### src/hdl/crxbs_pkg.sv
package crxbs_pkg;

    localparam int          CRXBS_NFILT0       = 2;
    localparam int          CRXBS_NFILT1       = 4;
    localparam int          CRXBS_NFILT        = 6;

    localparam logic [7:0]  CRXBS_OFS_BFP      = 8'h0c;
    localparam logic [7:0]  CRXBS_OFS_B0_CTRL  = 8'h60;
    localparam logic [7:0]  CRXBS_OFS_B0_SIDH  = 8'h61;
    localparam logic [7:0]  CRXBS_OFS_B1_CTRL  = 8'h70;
    localparam logic [7:0]  CRXBS_OFS_B1_SIDH  = 8'h71;
    localparam logic [7:0]  CRXBS_OFS_INTE     = 8'h20;
    localparam logic [7:0]  CRXBS_OFS_INTF     = 8'h21;
    localparam logic [7:0]  CRXBS_OFS_ERROR_FLAG_REGISTER     = 8'h22;
    localparam logic [7:0]  CRXBS_OFS_STAT     = 8'h23;

    localparam int          CRXBS_BFP_MODE_LSB = 0;
    localparam int          CRXBS_BFP_EN_LSB   = 2;
    localparam int          CRXBS_BFP_LVL_LSB  = 4;
    localparam int          CRXBS_CTRL_POL_LSB = 5;
    localparam int          CRXBS_CTRL_RTR     = 3;
    localparam int          CRXBS_CTRL_ROLL    = 2;
    localparam int          CRXBS_CTRL_ROLLM   = 1;
    localparam int          CRXBS_CTRL_HIT_LSB = 0;
    localparam int          CRXBS_INTF_RX0     = 0;
    localparam int          CRXBS_INTF_RX1     = 1;
    localparam int          CRXBS_INTE_RX0     = 0;
    localparam int          CRXBS_INTE_RX1     = 1;
    localparam int          CRXBS_INTE_ERR     = 5;
    localparam int          CRXBS_ERROR_FLAG_REGISTER_OVR0    = 6;
    localparam int          CRXBS_ERROR_FLAG_REGISTER_OVR1    = 7;

    localparam logic [5:0]  CRXBS_BFP_RST      = 6'h00;
    localparam logic [7:0]  CRXBS_REG_RST      = 8'h00;
    localparam logic [2:0]  CRXBS_HIT_RST      = 3'h0;
    localparam logic [2:0]  CRXBS_HIT1_BASE    = 3'h2;

    localparam logic [3:0]  CRXBS_STAT_NONE    = 4'h0;
    localparam logic [3:0]  CRXBS_STAT_RECEIVE_SLOT_ZERO    = 4'h1;
    localparam logic [3:0]  CRXBS_STAT_RECEIVE_SLOT_ONE    = 4'h2;

    typedef enum logic [1:0]
    {
        CRXBS_POL_MATCH = 2'b00,
        CRXBS_POL_STD   = 2'b01,
        CRXBS_POL_EXT   = 2'b10,
        CRXBS_POL_ANY   = 2'b11
    } crxbs_policy_t;

    typedef struct packed
    {
        logic        valid;
        logic        ext;
        logic        rtr;
        logic [10:0] short_identifier;
        logic [5:0]  hit;
    } crxbs_frame_t;

    typedef struct packed
    {
        logic en;
        logic mode;
        logic level;
    } crxbs_pincfg_t;

endpackage

### src/hdl/crxbs_accept.sv
`timescale 1ns/1ns
module crxbs_accept
#(
    parameter int NFILT = 2,
    parameter int IW    = 1
)
(
    input  wire crxbs_pkg::crxbs_policy_t policy_i,
    input  wire logic                     valid_i,
    input  wire logic                     ext_i,
    input  wire logic [NFILT-1:0]         hit_i,
    output logic                          accept_o,
    output logic [IW-1:0]                 index_o
);

    logic match;

    always_comb
    begin
        // Lowest numbered matching filter wins when several match.
        index_o = '0;
        for (int i = NFILT - 1; i >= 0; i--)
        begin
            if (hit_i[i])
            begin
                index_o = IW'(i);
            end
        end
        match = |hit_i;
        unique case (policy_i)
            crxbs_pkg::CRXBS_POL_ANY:   accept_o = 1'b1;
            crxbs_pkg::CRXBS_POL_EXT:   accept_o = valid_i & ext_i & match;
            crxbs_pkg::CRXBS_POL_STD:   accept_o = valid_i & ~ext_i & match;
            crxbs_pkg::CRXBS_POL_MATCH: accept_o = valid_i & match;
        endcase
    end

endmodule // crxbs_accept

### src/hdl/crxbs_pin.sv
`timescale 1ns/1ns
module crxbs_pin
(
    input  wire logic                    clk_i,
    input  wire logic                    srst_i,
    input  wire crxbs_pkg::crxbs_pincfg_t cfg_i,
    input  wire logic                    flag_i,
    output logic                         pin_o,
    output logic                         pin_oe_n_o
);

    logic pin_r;
    logic pin_nxt;
    logic oe_n_r;
    logic oe_n_nxt;

    always_comb
    begin
        if (!cfg_i.en)
        begin
            oe_n_nxt = 1'b1;
            pin_nxt  = 1'b1;
        end
        else if (cfg_i.mode)
        begin
            oe_n_nxt = 1'b0;
            pin_nxt  = ~flag_i;
        end
        else
        begin
            oe_n_nxt = 1'b0;
            pin_nxt  = cfg_i.level;
        end
    end

    always_ff @(posedge clk_i)
    begin
        if (srst_i)
        begin
            pin_r  <= 1'b1;
            oe_n_r <= 1'b1;
        end
        else
        begin
            pin_r  <= pin_nxt;
            oe_n_r <= oe_n_nxt;
        end
    end

    assign pin_o      = pin_r;
    assign pin_oe_n_o = oe_n_r;

endmodule // crxbs_pin

### src/hdl/crxbs_top.sv
`timescale 1ns/1ns
module crxbs_top
(
    input  wire logic                   CLK_I,
    input  wire logic                   SRST_I,
    input  wire logic                   REG_WR_I,
    input  wire logic                   REG_RD_I,
    input  wire logic [7:0]             REG_ADDR_I,
    input  wire logic [7:0]             REG_DATA_I,
    input  wire logic [7:0]             REG_MASK_I,
    output logic      [7:0]             REG_RDATA_O,
    input  wire logic                   FRM_DONE_I,
    input  wire crxbs_pkg::crxbs_frame_t FRM_I,
    output logic                        ERR_FRAME_O,
    output logic                        INT_N_O,
    output logic      [1:0]             FULL_PIN_O,
    output logic      [1:0]             FULL_PIN_OE_N_O
);

    logic [5:0]               bfp_r;
    logic [5:0]               bfp_nxt;
    crxbs_pkg::crxbs_policy_t pol0_r;
    crxbs_pkg::crxbs_policy_t pol0_nxt;
    crxbs_pkg::crxbs_policy_t pol1_r;
    crxbs_pkg::crxbs_policy_t pol1_nxt;
    logic                     roll_r;
    logic                     roll_nxt;
    logic                     rtr0_r;
    logic                     rtr0_nxt;
    logic                     rtr1_r;
    logic                     rtr1_nxt;
    logic                     hit0_r;
    logic                     hit0_nxt;
    logic [2:0]               hit1_r;
    logic [2:0]               hit1_nxt;
    logic [7:0]               sidh0_r;
    logic [7:0]               sidh0_nxt;
    logic [7:0]               sidh1_r;
    logic [7:0]               sidh1_nxt;
    logic [7:0]               inte_r;
    logic [7:0]               inte_nxt;
    logic                     flag0_r;
    logic                     flag0_nxt;
    logic                     flag1_r;
    logic                     flag1_nxt;
    logic                     ovr0_r;
    logic                     ovr0_nxt;
    logic                     ovr1_r;
    logic                     ovr1_nxt;
    logic [3:0]               stat_r;
    logic [3:0]               stat_nxt;
    logic [7:0]               rdata_r;
    logic [7:0]               rdata_nxt;
    logic                     errf_r;
    logic                     errf_nxt;
    logic                     int_n_r;
    logic                     int_n_nxt;

    logic                     acc0;
    logic                     acc1;
    logic [0:0]               idx0;
    logic [1:0]               idx1;
    logic                     load0;
    logic                     load1;
    logic                     roll_go;
    logic                     set_ovr0;
    logic                     set_ovr1;
    logic [7:0]               ctrl0_rd;
    logic [7:0]               ctrl1_rd;
    logic [7:0]               bfp_rd;
    logic [7:0]               intf_rd;
    logic [7:0]               error_flag_register_rd;
    logic [7:0]               bfp_mrg;
    logic [7:0]               ctrl0_mrg;
    logic [7:0]               ctrl1_mrg;
    logic [7:0]               intf_mrg;
    logic [7:0]               error_flag_register_mrg;
    logic [1:0]               flags;
    crxbs_pkg::crxbs_pincfg_t pin_cfg [2];

    // Masked write; a full write is a mask of all ones.
    function automatic logic [7:0] merge(input logic [7:0] old_v);
        merge = (old_v & ~REG_MASK_I) | (REG_DATA_I & REG_MASK_I);
    endfunction

    function automatic logic hit_wr(input logic [7:0] ofs);
        hit_wr = REG_WR_I && (REG_ADDR_I == ofs);
    endfunction

    // Merged write values are kept as nets so single fields can be picked.
    assign bfp_mrg   = merge({2'b00, bfp_r});
    assign ctrl0_mrg = merge(ctrl0_rd);
    assign ctrl1_mrg = merge(ctrl1_rd);
    assign intf_mrg  = merge(intf_rd);
    assign error_flag_register_mrg  = merge(error_flag_register_rd);

    crxbs_accept
    #(
        .NFILT (crxbs_pkg::CRXBS_NFILT0),
        .IW    (1)
    )
    u_accept0
    (
        .policy_i (pol0_r),
        .valid_i  (FRM_I.valid),
        .ext_i    (FRM_I.ext),
        .hit_i    (FRM_I.hit[crxbs_pkg::CRXBS_NFILT0-1:0]),
        .accept_o (acc0),
        .index_o  (idx0)
    );

    crxbs_accept
    #(
        .NFILT (crxbs_pkg::CRXBS_NFILT1),
        .IW    (2)
    )
    u_accept1
    (
        .policy_i (pol1_r),
        .valid_i  (FRM_I.valid),
        .ext_i    (FRM_I.ext),
        .hit_i    (FRM_I.hit[crxbs_pkg::CRXBS_NFILT-1:
                             crxbs_pkg::CRXBS_NFILT0]),
        .accept_o (acc1),
        .index_o  (idx1)
    );

    // Steering. Buffer zero is tried first; an invalid frame is only
    // taken by a buffer whose policy accepts anything, or by buffer one when buffer zero rolls it over.
    always_comb
    begin
        load0    = 1'b0;
        load1    = 1'b0;
        roll_go  = 1'b0;
        set_ovr0 = 1'b0;
        set_ovr1 = 1'b0;
        if (FRM_DONE_I)
        begin
            if (acc0)
            begin
                if (!flag0_r)
                begin
                    load0 = 1'b1;
                end
                else if (roll_r)
                begin
                    roll_go = 1'b1;
                    if (!flag1_r)
                    begin
                        load1 = 1'b1;
                    end
                    else
                    begin
                        set_ovr1 = 1'b1;
                    end
                end
                else
                begin
                    set_ovr0 = 1'b1;
                end
            end
            else if (acc1)
            begin
                if (!flag1_r)
                begin
                    load1 = 1'b1;
                end
                else
                begin
                    set_ovr1 = 1'b1;
                end
            end
            // Anything else is simply dropped.
        end
    end

    always_comb
    begin
        bfp_nxt   = bfp_r;
        pol0_nxt  = pol0_r;
        pol1_nxt  = pol1_r;
        roll_nxt  = roll_r;
        inte_nxt  = inte_r;
        rtr0_nxt  = rtr0_r;
        rtr1_nxt  = rtr1_r;
        hit0_nxt  = hit0_r;
        hit1_nxt  = hit1_r;
        sidh0_nxt = sidh0_r;
        sidh1_nxt = sidh1_r;
        stat_nxt  = stat_r;
        flag0_nxt = flag0_r;
        flag1_nxt = flag1_r;
        ovr0_nxt  = ovr0_r;
        ovr1_nxt  = ovr1_r;
        if (hit_wr(crxbs_pkg::CRXBS_OFS_BFP))
        begin
            bfp_nxt = bfp_mrg[5:0];
        end
        if (hit_wr(crxbs_pkg::CRXBS_OFS_B0_CTRL))
        begin
            pol0_nxt = crxbs_pkg::crxbs_policy_t'(
                ctrl0_mrg[crxbs_pkg::CRXBS_CTRL_POL_LSB +: 2]);
            roll_nxt = ctrl0_mrg[crxbs_pkg::CRXBS_CTRL_ROLL];
        end
        if (hit_wr(crxbs_pkg::CRXBS_OFS_B1_CTRL))
        begin
            pol1_nxt = crxbs_pkg::crxbs_policy_t'(
                ctrl1_mrg[crxbs_pkg::CRXBS_CTRL_POL_LSB +: 2]);
        end
        if (hit_wr(crxbs_pkg::CRXBS_OFS_INTE))
        begin
            inte_nxt = merge(inte_r);
        end
        // Software can only clear flags; a set in the same cycle wins.
        if (hit_wr(crxbs_pkg::CRXBS_OFS_INTF))
        begin
            flag0_nxt = flag0_r & intf_mrg[crxbs_pkg::CRXBS_INTF_RX0];
            flag1_nxt = flag1_r & intf_mrg[crxbs_pkg::CRXBS_INTF_RX1];
        end
        if (hit_wr(crxbs_pkg::CRXBS_OFS_ERROR_FLAG_REGISTER))
        begin
            ovr0_nxt = ovr0_r & error_flag_register_mrg[crxbs_pkg::CRXBS_ERROR_FLAG_REGISTER_OVR0];
            ovr1_nxt = ovr1_r & error_flag_register_mrg[crxbs_pkg::CRXBS_ERROR_FLAG_REGISTER_OVR1];
        end
        if (load0)
        begin
            flag0_nxt = 1'b1;
            hit0_nxt  = idx0;
            rtr0_nxt  = FRM_I.rtr;
            sidh0_nxt = FRM_I.short_identifier[10:3];
            stat_nxt  = crxbs_pkg::CRXBS_STAT_RECEIVE_SLOT_ZERO;
        end
        if (load1)
        begin
            flag1_nxt = 1'b1;
            rtr1_nxt  = FRM_I.rtr;
            sidh1_nxt = FRM_I.short_identifier[10:3];
            stat_nxt  = crxbs_pkg::CRXBS_STAT_RECEIVE_SLOT_ONE;
            if (roll_go)
            begin
                hit1_nxt = {2'b00, idx0};
            end
            else
            begin
                hit1_nxt = crxbs_pkg::CRXBS_HIT1_BASE + {1'b0, idx1};
            end
        end
        if (set_ovr0)
        begin
            ovr0_nxt = 1'b1;
        end
        if (set_ovr1)
        begin
            ovr1_nxt = 1'b1;
        end
    end

    // Interrupt-mode pins read their level bit as zero.
    assign bfp_rd   = {2'b00,
                       bfp_r[crxbs_pkg::CRXBS_BFP_LVL_LSB +: 2] &
                       ~bfp_r[crxbs_pkg::CRXBS_BFP_MODE_LSB +: 2],
                       bfp_r[3:0]};
    assign ctrl0_rd = {1'b0, pol0_r, 1'b0, rtr0_r, roll_r,
                       roll_r, hit0_r};
    assign ctrl1_rd = {1'b0, pol1_r, 1'b0, rtr1_r, hit1_r};
    assign intf_rd  = {6'h00, flag1_r, flag0_r};
    assign error_flag_register_rd  = {ovr1_r, ovr0_r, 6'h00};

    always_comb
    begin
        rdata_nxt = rdata_r;
        if (REG_RD_I)
        begin
            unique case (REG_ADDR_I)
                crxbs_pkg::CRXBS_OFS_BFP:     rdata_nxt = bfp_rd;
                crxbs_pkg::CRXBS_OFS_B0_CTRL: rdata_nxt = ctrl0_rd;
                crxbs_pkg::CRXBS_OFS_B0_SIDH: rdata_nxt = sidh0_r;
                crxbs_pkg::CRXBS_OFS_B1_CTRL: rdata_nxt = ctrl1_rd;
                crxbs_pkg::CRXBS_OFS_B1_SIDH: rdata_nxt = sidh1_r;
                crxbs_pkg::CRXBS_OFS_INTE:    rdata_nxt = inte_r;
                crxbs_pkg::CRXBS_OFS_INTF:    rdata_nxt = intf_rd;
                crxbs_pkg::CRXBS_OFS_ERROR_FLAG_REGISTER:    rdata_nxt = error_flag_register_rd;
                crxbs_pkg::CRXBS_OFS_STAT:    rdata_nxt = {4'h0, stat_r};
                default:                      rdata_nxt = 8'h00;
            endcase
        end
        errf_nxt  = FRM_DONE_I & ~FRM_I.valid;
        // The level follows the next-state flags, so a load shows on the
        // interrupt output in the same edge as its flag.
        int_n_nxt = ~((flag0_nxt & inte_nxt[crxbs_pkg::CRXBS_INTE_RX0]) |
                      (flag1_nxt & inte_nxt[crxbs_pkg::CRXBS_INTE_RX1]) |
                      ((ovr0_nxt | ovr1_nxt) &
                       inte_nxt[crxbs_pkg::CRXBS_INTE_ERR]));
    end

    always_ff @(posedge CLK_I)
    begin
        if (SRST_I)
        begin
            bfp_r   <= crxbs_pkg::CRXBS_BFP_RST;
            pol0_r  <= crxbs_pkg::CRXBS_POL_MATCH;
            pol1_r  <= crxbs_pkg::CRXBS_POL_MATCH;
            roll_r  <= 1'b0;
            rtr0_r  <= 1'b0;
            rtr1_r  <= 1'b0;
            hit0_r  <= 1'b0;
            hit1_r  <= crxbs_pkg::CRXBS_HIT_RST;
            sidh0_r <= crxbs_pkg::CRXBS_REG_RST;
            sidh1_r <= crxbs_pkg::CRXBS_REG_RST;
            inte_r  <= crxbs_pkg::CRXBS_REG_RST;
            flag0_r <= 1'b0;
            flag1_r <= 1'b0;
            ovr0_r  <= 1'b0;
            ovr1_r  <= 1'b0;
            stat_r  <= crxbs_pkg::CRXBS_STAT_NONE;
            rdata_r <= crxbs_pkg::CRXBS_REG_RST;
            errf_r  <= 1'b0;
            int_n_r <= 1'b1;
        end
        else
        begin
            bfp_r   <= bfp_nxt;
            pol0_r  <= pol0_nxt;
            pol1_r  <= pol1_nxt;
            roll_r  <= roll_nxt;
            rtr0_r  <= rtr0_nxt;
            rtr1_r  <= rtr1_nxt;
            hit0_r  <= hit0_nxt;
            hit1_r  <= hit1_nxt;
            sidh0_r <= sidh0_nxt;
            sidh1_r <= sidh1_nxt;
            inte_r  <= inte_nxt;
            flag0_r <= flag0_nxt;
            flag1_r <= flag1_nxt;
            ovr0_r  <= ovr0_nxt;
            ovr1_r  <= ovr1_nxt;
            stat_r  <= stat_nxt;
            rdata_r <= rdata_nxt;
            errf_r  <= errf_nxt;
            int_n_r <= int_n_nxt;
        end
    end

    assign flags = {flag1_r, flag0_r};

    generate
        for (genvar g = 0; g < 2; g++)
        begin : g_pin
            assign pin_cfg[g] = '{en:    bfp_r[crxbs_pkg::CRXBS_BFP_EN_LSB + g],
                                  mode:  bfp_r[crxbs_pkg::CRXBS_BFP_MODE_LSB + g],
                                  level: bfp_r[crxbs_pkg::CRXBS_BFP_LVL_LSB + g]};

            crxbs_pin u_pin
            (
                .clk_i      (CLK_I),
                .srst_i     (SRST_I),
                .cfg_i      (pin_cfg[g]),
                .flag_i     (flags[g]),
                .pin_o      (FULL_PIN_O[g]),
                .pin_oe_n_o (FULL_PIN_OE_N_O[g])
            );
        end
    endgenerate

    assign REG_RDATA_O = rdata_r;
    assign ERR_FRAME_O = errf_r;
    assign INT_N_O     = int_n_r;

endmodule // crxbs_top

### config.mk
export PLATFORM = sky130hd
export DESIGN_NAME = crxbs_top
export DESIGN_NICKNAME = d
export VERILOG_FILES = /design/src/hdl/crxbs_pkg.sv /design/src/hdl/crxbs_accept.sv /design/src/hdl/crxbs_pin.sv /design/src/hdl/crxbs_top.sv
export SDC_FILE = /design/constraint.sdc
export NUM_CORES = 1
export LEC_CHECK = 0
export BUFFER_PORTS_ARGS = -buffer_cell sky130_fd_sc_hd__buf_2
export CORE_ASPECT_RATIO = 0.5
export CORE_UTILIZATION = 30
export CTS_BUF_LIST = sky130_fd_sc_hd__clkbuf_4
export DETAILED_ROUTE_END_ITERATION = 16
export GPL_ROUTABILITY_DRIVEN = 0
export GPL_TIMING_DRIVEN = 0
export HOLD_SLACK_MARGIN = 0.06
export PLACE_DENSITY = 0.49
export SLEW_MARGIN = 30
export SYNTH_ARGS = -nofsm -noshare
export SYNTH_HDL_FRONTEND = slang
export SYNTH_SLANG_ARGS = --single-unit
export TNS_END_PERCENT = 5
### constraint.sdc
create_clock -name CLK_I -period 3.5 [get_ports CLK_I]
set_input_delay 1.05 -clock CLK_I [delete_from_list [all_inputs] [get_ports CLK_I]]
set_output_delay 1.05 -clock CLK_I [all_outputs]
set_load 0.02 [all_outputs]
==> flow_summary.yaml, run 1 <==
power:
  p_sw_uw: 341
  leakage_uw: 0.00153
  comb_power_share_pct: 9.0
  p_int_uw: 1110
  finalPower_uw: 1450
  clkPwrFrac_pct: 42.0
  p_seq_share_pct: 49.0
  p_per_area_mw_per_mm2: 405
  swShare_pct: 23.5
  vdd_drop_max_mv: 0.126
setup_path:
  worstPathMaxFanout: 9
  cp_slowest_cell: "nor4b_2"
  reg2reg_slack_ns: 1.37
  cpMostUsedCell: "buf_2"
  slowest_delay_ns: 0.69
  r2r_end: "sidh1_r[3]"
  end_kind: "register"
  critPathKind: "input pin to register"
  required_ns: 3.79
  cp-start-kind: "input pin"
  r2r_cells: 7
  worst_ep_arrival_time_ns: 3.19
  cp_num_buf_inv: 2
  worstPathCellList: "buf_2 > or3b_1 > buf_2 > nor4b_2 > nor2b_1 > nand4_1 > mux2i_1 > nor2_1"
  crit_family: "simple AND/OR/NAND/NOR gates"
placement:
  placed_cells: 519
  dpl_cell_area_mm2: 0.00340
  dpl.hpwl_um: 6680
  portBuffers: 57
drt:
  antenna_left: 0
  avgViaCountPerCell: 4.87
  first_iter_violations: 99
  vias: 2599
  drc: 0
  drt_pre_antenna_iters: 4
  wl_per_cell_um: 16.0
  wirelength_um: 8560
die:
  fp.coreArea_mm2: 0.00948
  die_area_mm2: 0.0103
  die_h_um: 72.1
  die_w_um: 142
  rows: 25
  io_pins: 63
  start_util_pct: 31.1
timing:
  relSlewSlack_pct: 47.1
  min_period_ns: 2.90
  slew_violations: 0
  setup_tns_ns: 0
  rsz0062_at_grt: "no"
  fmax_mhz: 345
  setup_viol: 0
  hold_viol: 0
  fin_worst_skew_ns: 0.00736
  tightest_slew_ns: 0.794
  min_period_over_period_pct: 82.9
cts:
  h-tree-depth: 3
  cts_root_buf: "clkbuf_4"
  clock_path_buffers: 2
  insertion_delay_ns: 0.41
  clk_pin_slew_ns: 0.10
  cts.repair.resized: 0
  cts_setup_buffers: 0
  cts_buffers: 9
  clock_sinks: 61
  ctsHoldBuffers: 0
  cts_tree: "done"
global_route:
  gr-total-overflow: 0
  grt_first_pass_wirelength_um: 13500
  grt_pass1_vias: 2576
  grt_max_degree: 11
  antenna_found_initial: 0
  grtUsageTotal_pct: 18.0
logic_synthesis:
  netlist_area_mm2: 0.00295
  syn-num-nets: 376
  synth_edf_count: 0
  yosys_register_bits: 61
  synth_area_leaders: "dfxtp_1, mux2i_1, nor2_1"
  seq_area_frac_synth_pct: 41.4
  yosysTopAreaCell: "dfxtp_1"
  synth_top_area_share_pct: 41.4
  synth_flop_cell: "dfxtp_1"
  ys.warnings.count: 0
  synthCells: 327
  synth_area_per_cell_um2: 9.02
  async_flop_share_pct: 0
  synth_cell_types: 54
cells_and_area:
  n_antenna_cell: 0
  fillCellCount: 1006
  nNetsFinal: 444
  syn2layout_area_growth_pct: 21.2
  final_area_mm2: 0.00357
  drive_gt1_share_pct: 23.8
  mostFrequentLayoutCells: "dfxtp_1, buf_2, nor2_1"
  instances_no_fill: 534
flow_run:
  maxCapViolations: 0
outcome:
  status: "finished, final reports clean"
worst_hold_path:
  whs_endpoint: "g_pin[1].u_pin.pin_oe_n_o"
  hold_depth: 1
  hp-class: "register to register"
## how the worst max path moves through the flow
| stage | from | to | slack (ns) | depth (start not counted) |
|---|---|---|---|---|
| floorplan | REG_ADDR_I[4] | INT_N_O | 0.64 | 7 |
| global placement | REG_ADDR_I[3] | register | 0.15 | 8 |
| detailed placement | REG_ADDR_I[3] | register | 0.18 | 8 |
| CTS | REG_ADDR_I[3] | register | 0.64 | 8 |
| global route | REG_ADDR_I[0] | REG_RDATA_O[3] | 0.50 | 8 |
| finish | REG_ADDR_I[3] | register | 0.60 | 8 |
## synthesized netlist by cell type, types with 3 or more instances
master and instances:
nor2_1 51, buf_4 4, buf_2 4, a21oi_1 16, inv_1 4, nand2b_1 7, o21ai_0 11, buf_1 3
clkbuf_1 10, mux2_2 3, nand3_1 13, nor3_1 4, nor2b_1 7, dfxtp_1 61, a31oi_1 3, nand2_1 27
a22oi_1 5, mux4_2 4, mux2i_1 46
## logic make-up (layout without fill, tap and decap cells)
kind of cell    Yosys count  in the layout  share of synthesized area [%]
simple gates            132            132                           22.2
mux                      53             53                           19.8
compound gates           54             54                           12.2
buf+inv                  27             99                           4.37
flops                    61             61                           41.4
## area by class of cell
| type | instances | area (um2) | share of cell area, % |
|---|---|---|---|
| inverters | 5 | 18.8 | 0.525 |
| clock inverters | 6 | 103 | 2.87 |
| clock buffers | 9 | 67.6 | 1.89 |
| well taps | 135 | 169 | 4.73 |
| multi-input cells | 239 | 1600 | 44.7 |
| flip-flops and latches | 61 | 1220 | 34.2 |
| repair buffers | 57 | 285 | 7.98 |
| plain buffers | 22 | 110 | 3.08 |
## layer usage
metal  up-vias  track usage, %  wire (um)
met1      1237            23.9       4170
met4         0            5.14         55
met3         5            5.61        558
met5         -               0          0
li1       1297               -          -
met2        60            28.1       3780
## stage by stage
| stage | hold WS [ns] | worst slack, ns | util (%) |
|---|---|---|---|
| global route | 0.495 | 0.502 | 37.7 |
| global placement | 0.437 | 0.146 | 35.9 |
| floorplan | 0.395 | 0.639 | - |
| finish | 0.466 | 0.600 | 37.7 |
| detailed placement | 0.446 | 0.177 | 35.9 |
| CTS | 0.474 | 0.637 | 37.7 |
## worst register-to-register path: stages, from the launching register on
cell and delay, ns:
dfxtp_1 0.39, nand2_1 0.07, a21o_1 0.22, and3_1 0.19, o21ai_2 0.43, buf_2 0.41, mux2i_1 0.24, nor2_1 0.06
## power groups by stage
stage               Combinational, uW  Clock [uW]  Sequential, uW
finish                            130         609             710
global route                      140         670             712
CTS                               130         633             710
detailed placement                129           0             726
global placement                  128           0             726
floorplan                        68.0           0             724
(Power assumes the default switching activity.)
==> run 2, diff against run 1 <==
--- a/config.mk
+++ b/config.mk
@@ -13,7 +13,7 @@
 export GPL_ROUTABILITY_DRIVEN = 0
 export GPL_TIMING_DRIVEN = 0
 export HOLD_SLACK_MARGIN = 0.06
-export PLACE_DENSITY = 0.49
+export PLACE_DENSITY = 0.51
 export SLEW_MARGIN = 30
 export SYNTH_ARGS = -nofsm -noshare
 export SYNTH_HDL_FRONTEND = slang
==> constraint.sdc (replaced) <==
create_clock -name CLK_I -period 2.5 [get_ports CLK_I]
set_input_delay 0.75 -clock CLK_I [delete_from_list [all_inputs] [get_ports CLK_I]]
set_output_delay 0.75 -clock CLK_I [all_outputs]
set_load 0.02 [all_outputs]
==> flow_summary.yaml, run 2 (synthesis results as in run 1) <==
timing:
  slew_violations: 0
  setup_viol: 0
  min_period_over_period_pct: 96.6
  fin_worst_skew_ns: 0.0178
  fmax_mhz: 414
  hold_viol: 0
  rsz0062_at_grt: "yes"
  relSlewSlack_pct: 47.1
  worst_slack_ns: 0.0858
  tightest_slew_ns: 0.794
  min_period_ns: 2.41
drt:
  first_iter_violations: 135
  drt_pre_antenna_iters: 4
  drc: 0
  vias: 2566
  wirelength_um: 8550
  avgViaCountPerCell: 4.81
  wl_per_cell_um: 16.0
  antenna_left: 0
setup_path:
  crit_family: "buffers and inverters"
  cp_num_buf_inv: 2
  slowest_delay_ns: 0.55
  reg2reg_slack_ns: 0.38
  critPathKind: "input pin to register"
  r2r_cells: 7
  cp_slowest_cell: "buf_1"
  worstPathMaxFanout: 10
  cpMostUsedCell: "a21oi_1"
  worst_ep_arrival_time_ns: 2.72
  cp-start-kind: "input pin"
  r2r_end: "sidh0_r[3]"
  required_ns: 2.81
  worstPathCellList: "clkbuf_1 > buf_1 > mux4_2 > a22oi_1 > a21oi_1 > a21oi_1 > nor2_1"
  end_kind: "register"
worst_hold_path:
  hp-class: "register to register"
  hold_depth: 2
  whs_endpoint: "REG_RDATA_O[2]"
  min_from: "REG_RDATA_O[2]"
power:
  p_sw_uw: 473
  p_per_area_mw_per_mm2: 494
  finalPower_uw: 1740
  swShare_pct: 27.2
  leakage_uw: 0.00151
  comb_power_share_pct: 10.6
  vdd_drop_max_mv: 0.158
  p_int_uw: 1270
  p_seq_share_pct: 57.1
  clkPwrFrac_pct: 32.3
global_route:
  gr-total-overflow: 0
  antenna_found_initial: 0
  grt_pass1_vias: 2515
  grt_first_pass_wirelength_um: 13700
  grtUsageMet2_pct: 27.5
  grtUsageMet1_pct: 25.4
  busiest_layer: "met2"
  grtUsageTotal_pct: 18.3
  grt_max_degree: 11
  gr-usage-met3_pct: 5.08
die:
  die_h_um: 72.1
  fp.coreArea_mm2: 0.00948
  start_util_pct: 31.1
  io_pins: 63
  die_area_mm2: 0.0103
  rows: 25
  die_w_um: 142
cts:
  cts_root_buf: "clkbuf_4"
  clk_pin_slew_ns: 0.09
  h-tree-depth: 3
  clock_path_buffers: 2
  cts_tree: "done"
  ctsHoldBuffers: 0
  clock_sinks: 61
  insertion_delay_ns: 0.44
  cts_buffers: 9
cells_and_area:
  instances_no_fill: 534
  mostFrequentLayoutCells: "dfxtp_1, buf_2, nor2_1"
  drive_gt1_share_pct: 23.8
  nNetsFinal: 444
  mostFrequentLayoutCell: "dfxtp_1"
  syn2layout_area_growth_pct: 19.4
  fillCellCount: 1004
  n_antenna_cell: 0
placement:
  placed_cells: 519
  pre_cts_ws_ns: -0.457
  dpl.hpwl_um: 6430
  portBuffers: 57
flow_run:
  maxCapViolations: 0
outcome:
  status: "finished, final reports clean"
-- run 2: changes by cell type in the layout (fill, tap and decap cells not counted), sizes merged --
| cell | change |
|---|---|
| bufinv | -3 |
| buf | -1 |
| clkinv | +1 |
| clkbuf | +3 |
-- run 2: worst max-delay path by stage --
stage | from | to | slack, ns | cells past startpoint
finish | REG_ADDR_I[0] | REG_RDATA_O[1] | 0.09 | 7
global route | REG_ADDR_I[0] | INT_N_O | -0.10 | 8
CTS | REG_ADDR_I[0] | REG_RDATA_O[3] | 0.02 | 8
detailed placement | REG_ADDR_I[0] | REG_RDATA_O[3] | -0.46 | 8
global placement | REG_ADDR_I[0] | REG_RDATA_O[3] | -0.44 | 8
floorplan | REG_ADDR_I[3] | INT_N_O | -0.02 | 7
-- run 2: routing by layer --
metal / routed length, um / up-vias
met2: 3620 / 59
met3: 502 / 11
met5: 0 / -
li1: - / 1300
met1: 4330 / 1196
met4: 97 / 0
-- run 2: timing repair --
item                       CTS  global route
resized for setup            0             4
hold endpoints to repair     0             0
setup endpoints to repair    0            21
buffers inserted             0             0
-- run 2: worst min-delay path: stages (launching register included) --
cell,delay (ns)
dfxtp_1,0.32
nand2_1,0.06
a21oi_1,0.05
-- run 2: cell type report --
class,count,area [um2],share of cell area (%)
buffer,22,115,3.27
clock buffer,11,82.6,2.34
clock inverter,4,16.3,0.462
inverter,5,18.8,0.533
multi-input combinational,239,1610,45.8
sequential,61,1220,34.7
tap,135,169,4.80
timing repair buffer,57,285,8.10
-- run 2: power by group through the flow --
stage	registers (uW)	logic [uW]	clock network, uW
floorplan	1010	96.1	0
global placement	1020	184	0
detailed placement	1020	185	0
CTS	994	186	585
global route	996	203	621
finish	994	185	562
-- run 2: metrics by stage --
step | utilization, % | hold WS (ns) | setup TNS [ns] | cell area, um2
after floorplan | - | 0.395 | -0.0192 | 2960
after global placement | 36.0 | 0.437 | -13.27 | 3410
after detailed placement | 36.0 | 0.450 | -13.51 | 3410
after CTS | 37.0 | 0.465 | 0 | 3510
after global routing | 37.2 | 0.496 | -0.110 | 3520
final | 37.2 | 0.461 | 0 | 3520
==> run 3, diff against run 2 <==
--- a/config.mk
+++ b/config.mk
@@ -6,7 +6,6 @@
 export NUM_CORES = 1
 export LEC_CHECK = 0
 export BUFFER_PORTS_ARGS = -buffer_cell sky130_fd_sc_hd__buf_2
-export CORE_ASPECT_RATIO = 0.5
 export CORE_UTILIZATION = 30
 export CTS_BUF_LIST = sky130_fd_sc_hd__clkbuf_4
 export DETAILED_ROUTE_END_ITERATION = 16
@@ -14,6 +13,7 @@
 export GPL_TIMING_DRIVEN = 0
 export HOLD_SLACK_MARGIN = 0.06
 export PLACE_DENSITY = 0.51
+export RECOVER_POWER = 25
 export SLEW_MARGIN = 30
 export SYNTH_ARGS = -nofsm -noshare
 export SYNTH_HDL_FRONTEND = slang
==> flow_summary.yaml, run 3 (synthesis results as in run 1) <==
setup_path:
  r2r_cells: 6
  end_kind: "register"
  cp-start-kind: "input pin"
  worst_ep_arrival_time_ns: 2.74
  required_ns: 2.81
  critPathKind: "input pin to register"
  worstPathMaxFanout: 6
worst_hold_path:
  hp-class: "register to register"
  hold_depth: 1
timing:
  min_period_ns: 2.43
  setup_tns_ns: 0
  timing.hold.ws_ns: 0.472
  hold_viol: 0
  min_period_over_period_pct: 97.2
  setup_viol: 0
  slew_violations: 0
  fin_worst_skew_ns: 0.0112
  fmax_mhz: 411
  relSlewSlack_pct: 46.6
  tightest_slew_ns: 0.801
  rsz0062_at_grt: "yes"
cts:
  cts_root_buf: "clkbuf_4"
  clk_pin_slew_ns: 0.12
  h-tree-depth: 3
  cts_tree: "done"
  cts_buffers: 9
  clock_sinks: 61
  clock_path_buffers: 2
  insertion_delay_ns: 0.41
cells_and_area:
  utilization_pct: 38.9
  syn2layout_area_growth_pct: 23.5
  final_area_mm2: 0.00364
  nNetsFinal: 450
  mostFrequentLayoutCells: "dfxtp_1, nor2_1, buf_2"
  n_antenna_cell: 0
  mostFrequentLayoutCell: "dfxtp_1"
  fillCellCount: 992
  drive_gt1_share_pct: 23.4
power:
  p_per_area_mw_per_mm2: 577
  vdd_drop_max_mv: 0.212
  finalPower_uw: 2100
  leakage_uw: 0.00153
die:
  die_w_um: 101
  fp.coreArea_mm2: 0.00937
  io_pins: 63
  die_area_mm2: 0.0102
  start_util_pct: 31.5
  rows: 35
  die_h_um: 101
drt:
  antenna_left: 0
  first_iter_violations: 105
  drt_pre_antenna_iters: 5
  wirelength_um: 8520
  avgViaCountPerCell: 4.92
  wl_per_cell_um: 15.9
  drc: 0
  vias: 2634
global_route:
  gr-total-overflow: 0
  grt_pass1_vias: 2489
  grtUsageTotal_pct: 17.7
  grt_first_pass_wirelength_um: 13300
  grt_max_degree: 13
  antenna_found_initial: 0
placement:
  dpl_cell_area_mm2: 0.00340
  dpl.hpwl_um: 6440
  portBuffers: 57
outcome:
  status: "finished, final reports clean"
flow_run:
  maxCapViolations: 0
run 3: cell types whose count changed in the layout (fill, tap and decap cells not counted):
cell,before,now
o41ai_2,0,1
nor2b_2,0,1
buf_2,59,48
clkinv_1,4,1
inv_6,0,2
clkbuf_4,12,10
bufinv_16,0,3
o41ai_1,1,0
buf_4,5,10
nor2b_1,7,6
clkbuf_1,10,22
clkinv_4,0,1
run 3: layout make-up:
cell class	instances	area, um2	share of cell area, %
tap	129	161	4.43
multi-input combinational	239	1620	44.6
clock inverter	7	121	3.33
timing repair buffer	63	315	8.66
inverter	5	18.8	0.515
clock buffer	9	67.6	1.86
buffer	22	113	3.09
sequential	61	1220	33.5
run 3: final timing paths:
kind,startpoint,to,slack (ns)
max,REG_ADDR_I[3],INT_N_O,0.07
min,register,g_pin[0].u_pin.pin_oe_n_o,0.47
max reg2reg,flag0_r,sidh0_r[0],0.36
min reg2reg,register,g_pin[0].u_pin.pin_oe_n_o,0.47
run 3: per-stage QoR:
step | std cells | worst slack, ns
final | 535 | 0.0689
after global routing | 535 | -0.0271
after CTS | 529 | 0.0642
after detailed placement | 513 | -0.547
after global placement | 513 | -0.573
after floorplan | 327 | -0.0192
run 3: worst max-delay path, cell delays in order:
cell,delay [ns]
buf_2,0.10
or3b_1,0.36
buf_2,0.17
nor2_2,0.28
nand2_1,0.14
o21a_1,0.22
a311o_1,0.33
a2111oi_2,0.38
run 3: repair_timing:
item                       in CTS  in global routing
setup endpoints to repair      10                 13
gates resized for setup         1                  3
hold endpoints to repair        0                  0
hold buffers                    0                  0
pin swaps                       0                  2
setup buffers                   0                  6
run 3: routing by layer:
metal  track usage, %  wire (um)
met4             8.47        142
met2             27.1       3860
met3             4.07        419
met5                0          0
met1             23.6       4100
run 3: power breakdown:
group,switching (uW),internal [uW]
registers,9.32,985
clock network,405,513
logic,111,78.2
